### config.mk
export PLATFORM = sky130hd
export DESIGN_NAME = jump_condition_and_add_carry
export DESIGN_NICKNAME = d
export VERILOG_FILES = /design/src/rtl/cond_eval.v /design/src/rtl/adc_unit.v /design/src/rtl/jump_condition_and_add_carry.v
export VERILOG_INCLUDE_DIRS = /design/src /design/src/rtl
export SDC_FILE = /design/constraint.sdc
export NUM_CORES = 1
export LEC_CHECK = 0
export ABC_AREA = 0
export ABC_CLOCK_PERIOD_IN_PS = 2100
export BUFFER_PORTS_ARGS = -buffer_cell sky130_fd_sc_hd__buf_2
export CAP_MARGIN = 20
export CORE_MARGIN = 4
export CORE_UTILIZATION = 51
export CTS_CLUSTER_SIZE = 20
export DETAILED_ROUTE_END_ITERATION = 10
export GPL_TIMING_DRIVEN = 0
export PLACE_DENSITY = 0.84
export SKIP_LAST_GASP = 1
export SYNTH_ARGS = -nofsm -noshare
export SYNTH_HDL_FRONTEND = slang
export SYNTH_SLANG_ARGS = --single-unit
### constraint.sdc
create_clock -name core_clk -period 2.1 [get_ports core_clk]
set_input_delay 0.42 -clock core_clk [delete_from_list [all_inputs] [get_ports core_clk]]
set_output_delay 0.42 -clock core_clk [all_outputs]
set_load 0.1 [all_outputs]
### src/rtl/jump_cond_regs.vh
// Purpose: shared constants for the jump condition and add-with-carry block
// Assumes: included by bare name from rtl design files
// Notes: register offsets are local choices, byte-less word index map
`ifndef JUMP_COND_REGS_VH
`define JUMP_COND_REGS_VH

// condition field encodings
`define CC_NEVER 4'h0
`define CC_ALWAYS 4'h8
`define CC_CARRY_SET 4'h7
`define CC_CARRY_CLR 4'hf
`define CC_ZERO_SET 4'h6
`define CC_ZERO_CLR 4'he
`define CC_SIGN_CLR 4'hd
`define CC_SIGN_SET 4'h5
`define CC_WRAP_SET 4'h4
`define CC_WRAP_CLR 4'hc
`define CC_SGN_AT_LEAST 4'h9
`define CC_SGN_BELOW 4'h1
`define CC_SGN_ABOVE 4'ha
`define CC_SGN_AT_MOST 4'h2
`define CC_UNS_ABOVE 4'hb
`define CC_UNS_AT_MOST 4'h3

// flag bit positions in the flag register
`define FLAG_CARRY 3
`define FLAG_ZERO 2
`define FLAG_SIGN 1
`define FLAG_WRAP 0
`define FLAGS_RST 4'h0

// register port offsets
`define REG_FLAGS 4'h0
`define REG_DST 4'h1
`define REG_SRC 4'h2
`define REG_JUMP 4'h3
`define REG_COND 4'h4

// command codes written to the command register
`define CMD_ADC 8'h01
`define CMD_JUMP 8'h02

`endif

### src/rtl/cond_eval.v
// Purpose: combinational test of a jump condition field against flags
// Assumes: flags are the current stable flag register contents
// Notes: aliases fall out naturally since they share one encoding
`timescale 1ns/1ps
`include "jump_cond_regs.vh"
module cond_eval (
    input wire [3:0] jump_condition_field,
    input wire [3:0] flags,
    output reg taken
);
    wire c = flags[`FLAG_CARRY];
    wire z = flags[`FLAG_ZERO];
    wire s = flags[`FLAG_SIGN];
    wire v = flags[`FLAG_WRAP];
    wire sxv = s ^ v;

    always @* begin
        case (jump_condition_field)
            `CC_NEVER: taken = 1'b0; // see [RULE1]
            `CC_ALWAYS: taken = 1'b1; // see [RULE1]
            `CC_CARRY_SET: taken = c; // see [RULE3] see [RULE5]
            `CC_CARRY_CLR: taken = ~c; // see [RULE3] see [RULE5]
            `CC_ZERO_SET: taken = z; // see [RULE3] see [RULE5]
            `CC_ZERO_CLR: taken = ~z; // see [RULE3] see [RULE5]
            `CC_SIGN_CLR: taken = ~s; // see [RULE4]
            `CC_SIGN_SET: taken = s; // see [RULE4]
            `CC_WRAP_SET: taken = v; // see [RULE4]
            `CC_WRAP_CLR: taken = ~v; // see [RULE4]
            `CC_SGN_AT_LEAST: taken = ~sxv; // see [RULE6]
            `CC_SGN_BELOW: taken = sxv; // see [RULE6]
            `CC_SGN_ABOVE: taken = ~(z | sxv); // see [RULE6]
            `CC_SGN_AT_MOST: taken = z | sxv; // see [RULE6]
            `CC_UNS_ABOVE: taken = ~c & ~z; // see [RULE7]
            `CC_UNS_AT_MOST: taken = c | z; // see [RULE7]
            default: taken = 1'b0;
        endcase
    end
endmodule

### src/rtl/adc_unit.v
// Purpose: add-with-carry datapath and its flag results
// Assumes: operands and carry in are stable in the same cycle
// Notes: purely combinational, the caller registers the results
`timescale 1ns/1ps
`include "jump_cond_regs.vh"
module adc_unit #(
    parameter WIDTH = 8
) (
    input wire [WIDTH-1:0] dst,
    input wire [WIDTH-1:0] src,
    input wire carry_in,
    output wire [WIDTH-1:0] sum,
    output wire [3:0] flags
);
    wire [WIDTH:0] full;

    // two's complement add with carry in  see [RULE8] see [RULE9]
    assign full = {1'b0, dst} + {1'b0, src} + {{WIDTH{1'b0}}, carry_in};
    assign sum = full[WIDTH-1:0];
    assign flags[`FLAG_CARRY] = full[WIDTH]; // see [RULE10]
    assign flags[`FLAG_ZERO] = (sum == {WIDTH{1'b0}}); // see [RULE11]
    assign flags[`FLAG_SIGN] = sum[WIDTH-1]; // see [RULE11]
    // same-sign operands giving opposite-sign result  see [RULE12]
    assign flags[`FLAG_WRAP] = (dst[WIDTH-1] == src[WIDTH-1]) &&
                               (sum[WIDTH-1] != dst[WIDTH-1]);
endmodule

### src/rtl/jump_condition_and_add_carry.v
// What this block does
// [RULE1] 4-bit field; 0000 never, 1000 always
// [RULE2] jump only when condition true, else next
// [RULE3] carry and zero set/clear tests
// [RULE4] sign and overflow set/clear tests
// [RULE5] alias encodings decode identically
// [RULE6] signed tests use sign xor overflow
// [RULE7] unsigned above/at-most use carry and zero
// [RULE8] destination gets dst plus src plus carry
// [RULE9] two's complement, carry chains multi-byte
// [RULE10] carry flag from msb carry out
// [RULE11] zero and sign flags from result
// [RULE12] overflow on same-sign operand sign flip
// [RULE13] all four flags update with destination
//
// Purpose: condition evaluation for jumps and add-with-carry execution
// Assumes: strobes one cycle, never together; read data next cycle
// Notes: pc is held here so a jump's outcome is visible to software
`timescale 1ns/1ps
`include "jump_cond_regs.vh"
module jump_condition_and_add_carry #(
    parameter WIDTH = 8,
    parameter PC_WIDTH = 13
) (
    input wire core_clk,
    input wire rst_b,
    input wire [3:0] addr,
    input wire [15:0] wr_data,
    input wire wr_stb,
    input wire rd_stb,
    output reg [15:0] rd_data,
    output reg [3:0] flags_out,
    output reg [WIDTH-1:0] dst_out,
    output reg [PC_WIDTH-1:0] pc_out,
    output reg jump_taken,
    output reg step_done
);
    localparam ST_IDLE = 1'b0;
    localparam ST_EXEC = 1'b1;

    reg [3:0] flags_r;
    reg [WIDTH-1:0] dst_r;
    reg [WIDTH-1:0] src_r;
    reg [PC_WIDTH-1:0] pc_r;
    reg [PC_WIDTH-1:0] target_r;
    reg [3:0] cond_r;
    reg [7:0] cmd_r;
    reg state_r;
    reg taken_r;
    reg [15:0] rd_data_nxt;

    wire [WIDTH-1:0] sum;
    wire [3:0] adc_flags;
    wire cond_true;

    cond_eval u_cond (
        .jump_condition_field(cond_r),
        .flags(flags_r),
        .taken(cond_true)
    );

    adc_unit #(.WIDTH(WIDTH)) u_adc (
        .dst(dst_r),
        .src(src_r),
        .carry_in(flags_r[`FLAG_CARRY]),
        .sum(sum),
        .flags(adc_flags)
    );

    function [15:0] zext_pc;
        input [PC_WIDTH-1:0] v;
        begin
            zext_pc = {{(16-PC_WIDTH){1'b0}}, v};
        end
    endfunction

    // read mux: unmapped offsets answer zero
    always @* begin
        rd_data_nxt = 16'h0000;
        case (addr)
            `REG_FLAGS: rd_data_nxt = {12'h000, flags_r};
            `REG_DST: rd_data_nxt = {{(16-WIDTH){1'b0}}, dst_r};
            `REG_SRC: rd_data_nxt = {{(16-WIDTH){1'b0}}, src_r};
            `REG_JUMP: rd_data_nxt = zext_pc(pc_r);
            `REG_COND: rd_data_nxt = {11'h000, taken_r, cond_r};
            default: rd_data_nxt = 16'h0000;
        endcase
    end

    always @(posedge core_clk or negedge rst_b) begin
        if (!rst_b) begin
            flags_r <= `FLAGS_RST;
            dst_r <= {WIDTH{1'b0}};
            src_r <= {WIDTH{1'b0}};
            pc_r <= {PC_WIDTH{1'b0}};
            target_r <= {PC_WIDTH{1'b0}};
            cond_r <= `CC_NEVER;
            cmd_r <= 8'h00;
            state_r <= ST_IDLE;
            taken_r <= 1'b0;
            rd_data <= 16'h0000;
            flags_out <= 4'h0;
            dst_out <= {WIDTH{1'b0}};
            pc_out <= {PC_WIDTH{1'b0}};
            jump_taken <= 1'b0;
            step_done <= 1'b0;
        end else begin
            rd_data <= rd_stb ? rd_data_nxt : 16'h0000;
            step_done <= 1'b0;
            if (wr_stb && state_r == ST_IDLE) begin
                case (addr)
                    `REG_FLAGS: flags_r <= wr_data[3:0];
                    `REG_DST: dst_r <= wr_data[WIDTH-1:0];
                    `REG_SRC: src_r <= wr_data[WIDTH-1:0];
                    `REG_JUMP: target_r <= wr_data[PC_WIDTH-1:0];
                    `REG_COND: begin
                        // upper byte is the command, low nibble the field
                        cond_r <= wr_data[3:0];
                        cmd_r <= wr_data[15:8];
                        state_r <= ST_EXEC;
                    end
                    default: ;
                endcase
            end else if (state_r == ST_EXEC) begin
                state_r <= ST_IDLE;
                step_done <= 1'b1;
                case (cmd_r)
                    `CMD_ADC: begin
                        // sum and all four flags land in one edge
                        dst_r <= sum; // see [RULE8] see [RULE13]
                        flags_r <= adc_flags; // see [RULE13]
                    end
                    `CMD_JUMP: begin
                        taken_r <= cond_true; // see [RULE2]
                        if (cond_true)
                            pc_r <= target_r; // see [RULE2]
                        else
                            pc_r <= pc_r + {{(PC_WIDTH-1){1'b0}}, 1'b1};
                    end
                    default: ;
                endcase
            end
            flags_out <= flags_r;
            dst_out <= dst_r;
            pc_out <= pc_r;
            jump_taken <= taken_r;
        end
    end
endmodule

# Yosys cells after proc, flatten, opt, wreduce, memory -nomap -nowiden
# Cells that the tools add are included.
dict set report classes {
  n_reduce_logical 13
  n_mux 16
  bitwise_logic 12
  eq_ne 26
  add_sub_neg 3
}
# cell count
set ops {}
lappend ops {{13-bit case mux with 5 select lines} 1}
lappend ops {{4-bit equality test, second input constant} 8}
lappend ops {{8-bit two-way mux} 4}
lappend ops {{4-bit by 3-bit equality test with 1-bit output, second input constant} 5}
lappend ops {{4-bit by 2-bit equality test with 1-bit output, second input constant} 4}
lappend ops {{16-bit two-way mux} 1}
lappend ops {{4-bit two-way mux} 4}
lappend ops {{1-bit case mux with 16 select lines} 1}
lappend ops {{13-bit by 1-bit adder with 13-bit output, second input constant} 1}
lappend ops {{13-bit two-way mux} 1}
lappend ops {{8-bit by 8-bit adder with 9-bit output} 1}
lappend ops {{9-bit by 1-bit adder with 9-bit output} 1}
lappend ops {{3-bit AND reduction} 3}
lappend ops {{4-bit by 1-bit equality test with 1-bit output, second input constant} 2}
lappend ops {{8-bit by 1-bit equality test with 1-bit output, second input constant} 1}
lappend ops {{8-bit by 2-bit equality test with 1-bit output, second input constant} 1}
lappend ops {{4-bit zero test} 2}
lappend ops {{8-bit zero test} 1}
lappend ops {{1-bit NOT} 8}
lappend ops {{2-bit by 1-bit inequality test with 1-bit output, second input constant} 3}
lappend ops {{2-bit AND reduction} 3}
lappend ops {{1-bit two-way mux} 4}
lappend ops {{2-bit nonzero test} 2}
lappend ops {{1-bit logical AND} 2}
lappend ops {{5 further kinds} 6}
dict set report word_totals {
  word_cells 85
  inputBits 24
  output_inout_bits 43
  register_bits 103
}

# Depth between registers and ports, before layout
dict set report depth {
  word_depth 7
  mapped_depth 10
  mapped_depth_nobuf 10
}

# Cells and area by module
# Synthesis repeated with hierarchy kept, for this count alone.
dict set report hier_totals {
  hier_cells 405
  hier_area_um2 4792.1
}
# mod cells_each area_each_um2 seq_area_each_um2 instances
set modules_own_cells {}
lappend modules_own_cells {jump_condition_and_add_carry 310 4115.2 2502.4 1}
lappend modules_own_cells {adc_unit 65 460.4 0.0 1}
lappend modules_own_cells {cond_eval 30 216.5 0.0 1}

# Worst setup path before layout
# OpenSTA, ideal clock, no wires.
dict set report synth_timing {
  path_type {register to register}
  start {reg dst_r[0]}
  end {reg flags_r[2]}
  period_less_slack_ns 2.181
  t_required_ns 2.005
  path_buffers 0
  slack_ns -0.081
  path_stages_with_launch 11
  arrival_time_ns 2.086
  setup_time_ns 0.095
  path_cell_list {dfrtp_1 > inv_1 > fa_1 > inv_1 > fa_1 > a211oi_1 > o21bai_1 > a21oi_1 > xnor2_1 > o2111ai_1 > o31ai_1}
}
dict set report synth_via {
  elab_chain_cells 6
}
# element line
set synth_lines {}
lappend synth_lines {{start, declared} jump_condition_and_add_carry.v:42} ;# reg [WIDTH-1:0] dst_r;
lappend synth_lines {{start signal, assigned} jump_condition_and_add_carry.v:93} ;# dst_r <= {WIDTH{1'b0}};
lappend synth_lines {{start signal, assigned} jump_condition_and_add_carry.v:113} ;# `REG_DST: dst_r <= wr_data[WIDTH-1:0];
lappend synth_lines {{start signal, assigned} jump_condition_and_add_carry.v:130} ;# dst_r <= sum;
lappend synth_lines {{8-bit by 8-bit adder with 9-bit output} adc_unit.v:18} ;# assign full = {1'b0, dst} + {1'b0, src} + {{WIDTH{1'b0}}, carry_in};
lappend synth_lines {{9-bit by 1-bit adder with 9-bit output} adc_unit.v:18}
lappend synth_lines {{8-bit zero test} adc_unit.v:21} ;# assign flags[`FLAG_ZERO] = (sum == {WIDTH{1'b0}});
lappend synth_lines {{4-bit two-way mux} jump_condition_and_add_carry.v:127} ;# case (cmd_r)
lappend synth_lines {{4-bit two-way mux} jump_condition_and_add_carry.v:124} ;# end else if (state_r == ST_EXEC) begin
lappend synth_lines {{4-bit two-way mux} jump_condition_and_add_carry.v:110} ;# if (wr_stb && state_r == ST_IDLE) begin
lappend synth_lines {{end signal, assigned} jump_condition_and_add_carry.v:92} ;# flags_r <= `FLAGS_RST;
lappend synth_lines {{end signal, assigned} jump_condition_and_add_carry.v:112} ;# `REG_FLAGS: flags_r <= wr_data[3:0];
lappend synth_lines {{end signal, assigned} jump_condition_and_add_carry.v:131} ;# flags_r <= adc_flags;
lappend synth_lines {{end, declared} jump_condition_and_add_carry.v:41} ;# reg [3:0] flags_r;
# Every way passes these cells. The select of a mux whose other input is x is not followed.
# A chain may end at the register's enable or synchronous reset.

# Worst setup path after layout
dict set report layout_timing {
  start {reg flags_r[3]}
  end {reg flags_r[2]}
}
dict set report layout_via {
  elab_chain_cells 5
}
# element line
set layout_lines {}
lappend layout_lines {{9-bit by 1-bit adder with 9-bit output} adc_unit.v:18}
lappend layout_lines {{8-bit zero test} adc_unit.v:21}
lappend layout_lines {{4-bit two-way mux} jump_condition_and_add_carry.v:127}
lappend layout_lines {{4-bit two-way mux} jump_condition_and_add_carry.v:124}
lappend layout_lines {{4-bit two-way mux} jump_condition_and_add_carry.v:110}
# Every way passes these cells. The select of a mux whose other input is x is not followed.

==> results summary <==
The number of antenna violations at the first check in global routing is 0. For this design the ratio of total power to cell area is 1313 nW/um2. The share of the synthesized area in the top cell type is 55.57%. The number of buffers created by CTS came out at 9. The number of clock sinks came out at 100. The type of the worst setup path is reg -> reg.

Counting cells, the worst reg-to-reg path comes to 10. The tightest min-delay check is of the in -> reg type. The area of the mapped netlist came out at 4503 um2. The wire length reported by the detailed router came out at 10,840 um. The slew at the pin closest to its max-slew limit is 0.6599 ns. The count of endpoints failing setup in the final report is 4.

The number of pins with negative max-slew slack in the final report is 0. The number of warnings issued by yosys is 0. The maximum clock frequency came out at 436.3 MHz. Counting along the longest clock path gives a buffer depth of 2. The number of global-route vias before repair is 3,490.

The routability congestion estimate from global placement is 0.8630. For hold timing, the worst endpoint is cmd_r[5]$_DFFE_PN0P_. The H-tree generated during clock tree synthesis spans 3 levels. The row count is 34.

The worst clock skew is 0.01441 ns. The count of nets left with antenna violations after detail routing came out at 0. The total number of vias came out at 3,517. Once routing completed, OpenROAD measured the worst setup slack at -0.1919 ns. The area of the die came out at 10,400 um2. The run finished, with violations left. The total routing resource utilization after global routing is 21.57%. The worst slack after detailed placement is -0.2658 ns.

The leakage power of the design came out at 0.002564 uW. The number of failing hold endpoints at the final stage is 0. The critical register-to-register path endpoint is flags_r[2]$_DFFE_PN0P_. The synthesized netlist contains 55 unique library cells. Setup repair after global routing could not meet its margin everywhere.

The sum of net half-perimeters after detailed placement came out at 7588 um. The clock transition at the registers of the reported paths is 0.10 ns. The share of the clock period used by the worst path after layout is 109.1%. The area of the placeable core came out at 8636 um2. The fraction of layout cells with a size suffix above 1 is 34.02%. The max capacitance violation total came out at 0. The detailed router finished its first iteration with 187 violations. The die is 102.0 um wide. Compared with the post-synthesis result, the final layout area differs by 21.17%. Of the synthesized area, sequential elements account for 55.57%. The accumulated negative setup slack is -0.4851 ns.

67 I/O pins were placed. The number of antenna diodes in the final layout is 0. The leftover overflow at the end of global routing is 0.

The detailed-routing iteration count for the pre-antenna-repair pass is 5. The startpoint identified for the worst hold timing path is wr_data[13]. The final layout contains 514 nets. Summed over all instances, the cell type with the most area after synthesis is sky130_fd_sc_hd__dfrtp_1. The async set-reset flop share out of synthesis came out at 100.0%. The launch point of the worst reg-to-reg path is flags_r[3]$_DFFE_PN0P_. The effective utilization at floorplan came out at 52.14%. The synthesized design contains 0 enable-type register cells. The worst pin sits at a relative slew slack of 55.54%.

The hold path depth came out at 2. The gate count of the mapped netlist came out at 390. The master cell of the clock root buffer is sky130_fd_sc_hd__clkbuf_8. Data on the critical path arrives at its endpoint at 2.58 ns. The die boundary height is 102.0 um.

The final reports fail on negative setup slack. The largest net degree at the start of global routing is 66. The register bit total from synthesis came out at 100. The remaining design rule violation count came out at 0. The count of buffers from port buffering is 61. The most instantiated flip-flop cell in the synthesis netlist is sky130_fd_sc_hd__dfrtp_1. The average detailed-routed wire length per instance is 18.28 um. The endpoint class of the critical path is a flop. The clock latency reported for the late side of the worst-skew pair came out at 0.38 ns. Data on the critical path is required at its endpoint by 2.39 ns. Summing internal, switching and leakage power gives 7164 uW.

Sorting the synthesized cells by area gives the leading types as sky130_fd_sc_hd__dfrtp_1, sky130_fd_sc_hd__mux2_2, sky130_fd_sc_hd__nand2_1. STA classifies the critical path startpoint as a flop. TritonCTS built the clock tree. Subtracting the final worst setup slack from the clock period gives 2.292 ns. The post-detailed-route via-to-cell ratio came out at 5.931.

The largest vdd supply drop is 0.0006696 V. The maximum fanout count along the critical path came out at 2. The setup check on the worst reg-to-reg path leaves a slack of -0.19 ns.

The first-pass GRT wire length is 17,530 um. The average footprint of a synthesized cell is 11.55 um2.
## power by group
group	switching [uW]	internal, uW	leakage [uW]	total, uW
Combinational	1940	1150	0.00124	3100
Clock	689	805	0.000122	1490
Sequential	300	2270	0.00121	2570
Total	2930	4230	0.00256	7160
## synthesized netlist by cell type (3+ instances only)
| cell type | n |
|---|---|
| sky130_fd_sc_hd__or4_1 | 6 |
| sky130_fd_sc_hd__nand2_1 | 41 |
| sky130_fd_sc_hd__a211oi_1 | 3 |
| sky130_fd_sc_hd__mux2i_1 | 9 |
| sky130_fd_sc_hd__mux2_1 | 3 |
| sky130_fd_sc_hd__nor2_1 | 26 |
| sky130_fd_sc_hd__nand4_1 | 9 |
| sky130_fd_sc_hd__inv_1 | 11 |
| sky130_fd_sc_hd__nand2b_1 | 3 |
| sky130_fd_sc_hd__mux2_2 | 34 |
| sky130_fd_sc_hd__xor2_1 | 5 |
| sky130_fd_sc_hd__dfrtp_1 | 100 |
| sky130_fd_sc_hd__buf_4 | 4 |
| sky130_fd_sc_hd__nand3_1 | 17 |
| sky130_fd_sc_hd__buf_2 | 3 |
| sky130_fd_sc_hd__clkbuf_1 | 8 |
| sky130_fd_sc_hd__and3_1 | 8 |
| sky130_fd_sc_hd__xnor2_1 | 3 |
| sky130_fd_sc_hd__a31oi_1 | 9 |
| sky130_fd_sc_hd__ha_1 | 8 |
| sky130_fd_sc_hd__a22oi_1 | 14 |
| sky130_fd_sc_hd__o21ai_1 | 4 |
| sky130_fd_sc_hd__a21oi_1 | 14 |
| sky130_fd_sc_hd__nor2b_1 | 3 |
| sky130_fd_sc_hd__o21ai_0 | 8 |
## flip-flops by register name, indices dropped and copies added, names as in the netlist
signal and count:
cond_r 4, step_done 1, state_r 1, jump_taken 1, flags_r 4, dst_out 8
taken_r 1, pc_r 13, flags_out 4, dst_r 8, cmd_r 8, rd_data 13
pc_out 13, target_r 13, src_r 8
## worst max-delay path, stage by stage, from the launching register on
cell and delay, ns:
sky130_fd_sc_hd__dfrtp_1 0.42, sky130_fd_sc_hd__inv_2 0.08, sky130_fd_sc_hd__fa_2 0.21, sky130_fd_sc_hd__inv_2 0.05, sky130_fd_sc_hd__fa_2 0.36, sky130_fd_sc_hd__a211oi_2 0.23, sky130_fd_sc_hd__o21bai_1 0.10, sky130_fd_sc_hd__a21oi_2 0.21
sky130_fd_sc_hd__xnor2_2 0.15, sky130_fd_sc_hd__o2111ai_2 0.15, sky130_fd_sc_hd__o31ai_2 0.26
## worst max path at each step
stage	slack (ns)	depth (start not counted)	from	endpoint
final	-0.19	10	flags_r[3]$_DFFE_PN0P_	flags_r[2]$_DFFE_PN0P_
after global routing	-0.33	10	flags_r[3]$_DFFE_PN0P_	flags_r[2]$_DFFE_PN0P_
after CTS	-0.16	10	flags_r[3]$_DFFE_PN0P_	flags_r[2]$_DFFE_PN0P_
after detailed placement	-0.27	5	addr[1]	cmd_r[3]$_DFFE_PN0P_
after global placement	-0.30	1	rst_b	cmd_r[2]$_DFFE_PN0P_
after floorplan	0.01	10	dst_r[0]$_DFFE_PN0P_	flags_r[2]$_DFFE_PN0P_
## area by class of cell
type                            count  area [um2]
Clock buffer                       10       127.6
Clock inverter                      6       116.4
Tap cell                          108       135.1
Multi-Input combinational cell    263        1969
Inverter                           11       41.29
Sequential cell                   100        2505
Timing Repair Buffer               78       457.9
Buffer                             17       103.9
Fill cell                         676        3179
## layer usage
metal | vias up | global-route usage, % | wire length (um) | part of all wire, %
met5 | - | 0 | 0 | 0
li1 | 1584 | - | - | -
met3 | 31 | 3.140 | 892 | 8.2
met4 | 0 | 8.880 | 271 | 2.5
met1 | 1710 | 29.03 | 4391 | 41
met2 | 192 | 35.28 | 5286 | 49
## metrics by stage
stage | util (%) | hold WS (ns) | cells | instance area (um2)
floorplan | - | 0.1244 | 392 | 4516
global route | 63.18 | 0.2541 | 593 | 5456
global placement | 57.39 | 0.4309 | 561 | 4956
finish | 63.18 | 0.2490 | 593 | 5456
CTS | 62.26 | 0.2389 | 590 | 5376
detailed placement | 57.74 | 0.4064 | 562 | 4986
## cells in the final DEF, fill, tap and decap left out, types with 7 or more instances in the layout
master and n:
sky130_fd_sc_hd__a21oi_1 13, sky130_fd_sc_hd__a22oi_1 14, sky130_fd_sc_hd__a31oi_1 9, sky130_fd_sc_hd__and3_1 8
sky130_fd_sc_hd__buf_2 62, sky130_fd_sc_hd__buf_4 19, sky130_fd_sc_hd__clkbuf_8 9, sky130_fd_sc_hd__dfrtp_1 98
sky130_fd_sc_hd__ha_1 8, sky130_fd_sc_hd__inv_1 7, sky130_fd_sc_hd__mux2_2 34, sky130_fd_sc_hd__mux2i_1 9
sky130_fd_sc_hd__nand2_1 40, sky130_fd_sc_hd__nand3_1 17, sky130_fd_sc_hd__nand4_1 9, sky130_fd_sc_hd__nor2_1 25
## repair_timing
item                                   CTS  global route
gates cloned                             0             0
hold buffers                             1             0
endpoints found under the hold margin   20             0
setup endpoints to repair               12            29
gates resized for setup                 15            17
setup buffers                           11             4
pin swaps                               14            10
## kinds of logic (layout without fill, tap and decap cells)
group / count (synthesis) / after routing / share of synthesized area, %
AOI/OAI and AO/OA: 66 / 66 / 9.892
xor gates and xnor gates: 10 / 10 / 2.279
adders and majority gates: 10 / 10 / 3.112
buffers and inverters: 29 / 122 / 3.001
DFF: 100 / 100 / 55.57
muxes: 47 / 47 / 11.59
other: 1 / 3 / 0.08328
and+or+nand+nor: 127 / 127 / 14.48
Power figures use the tool's default switching activity.
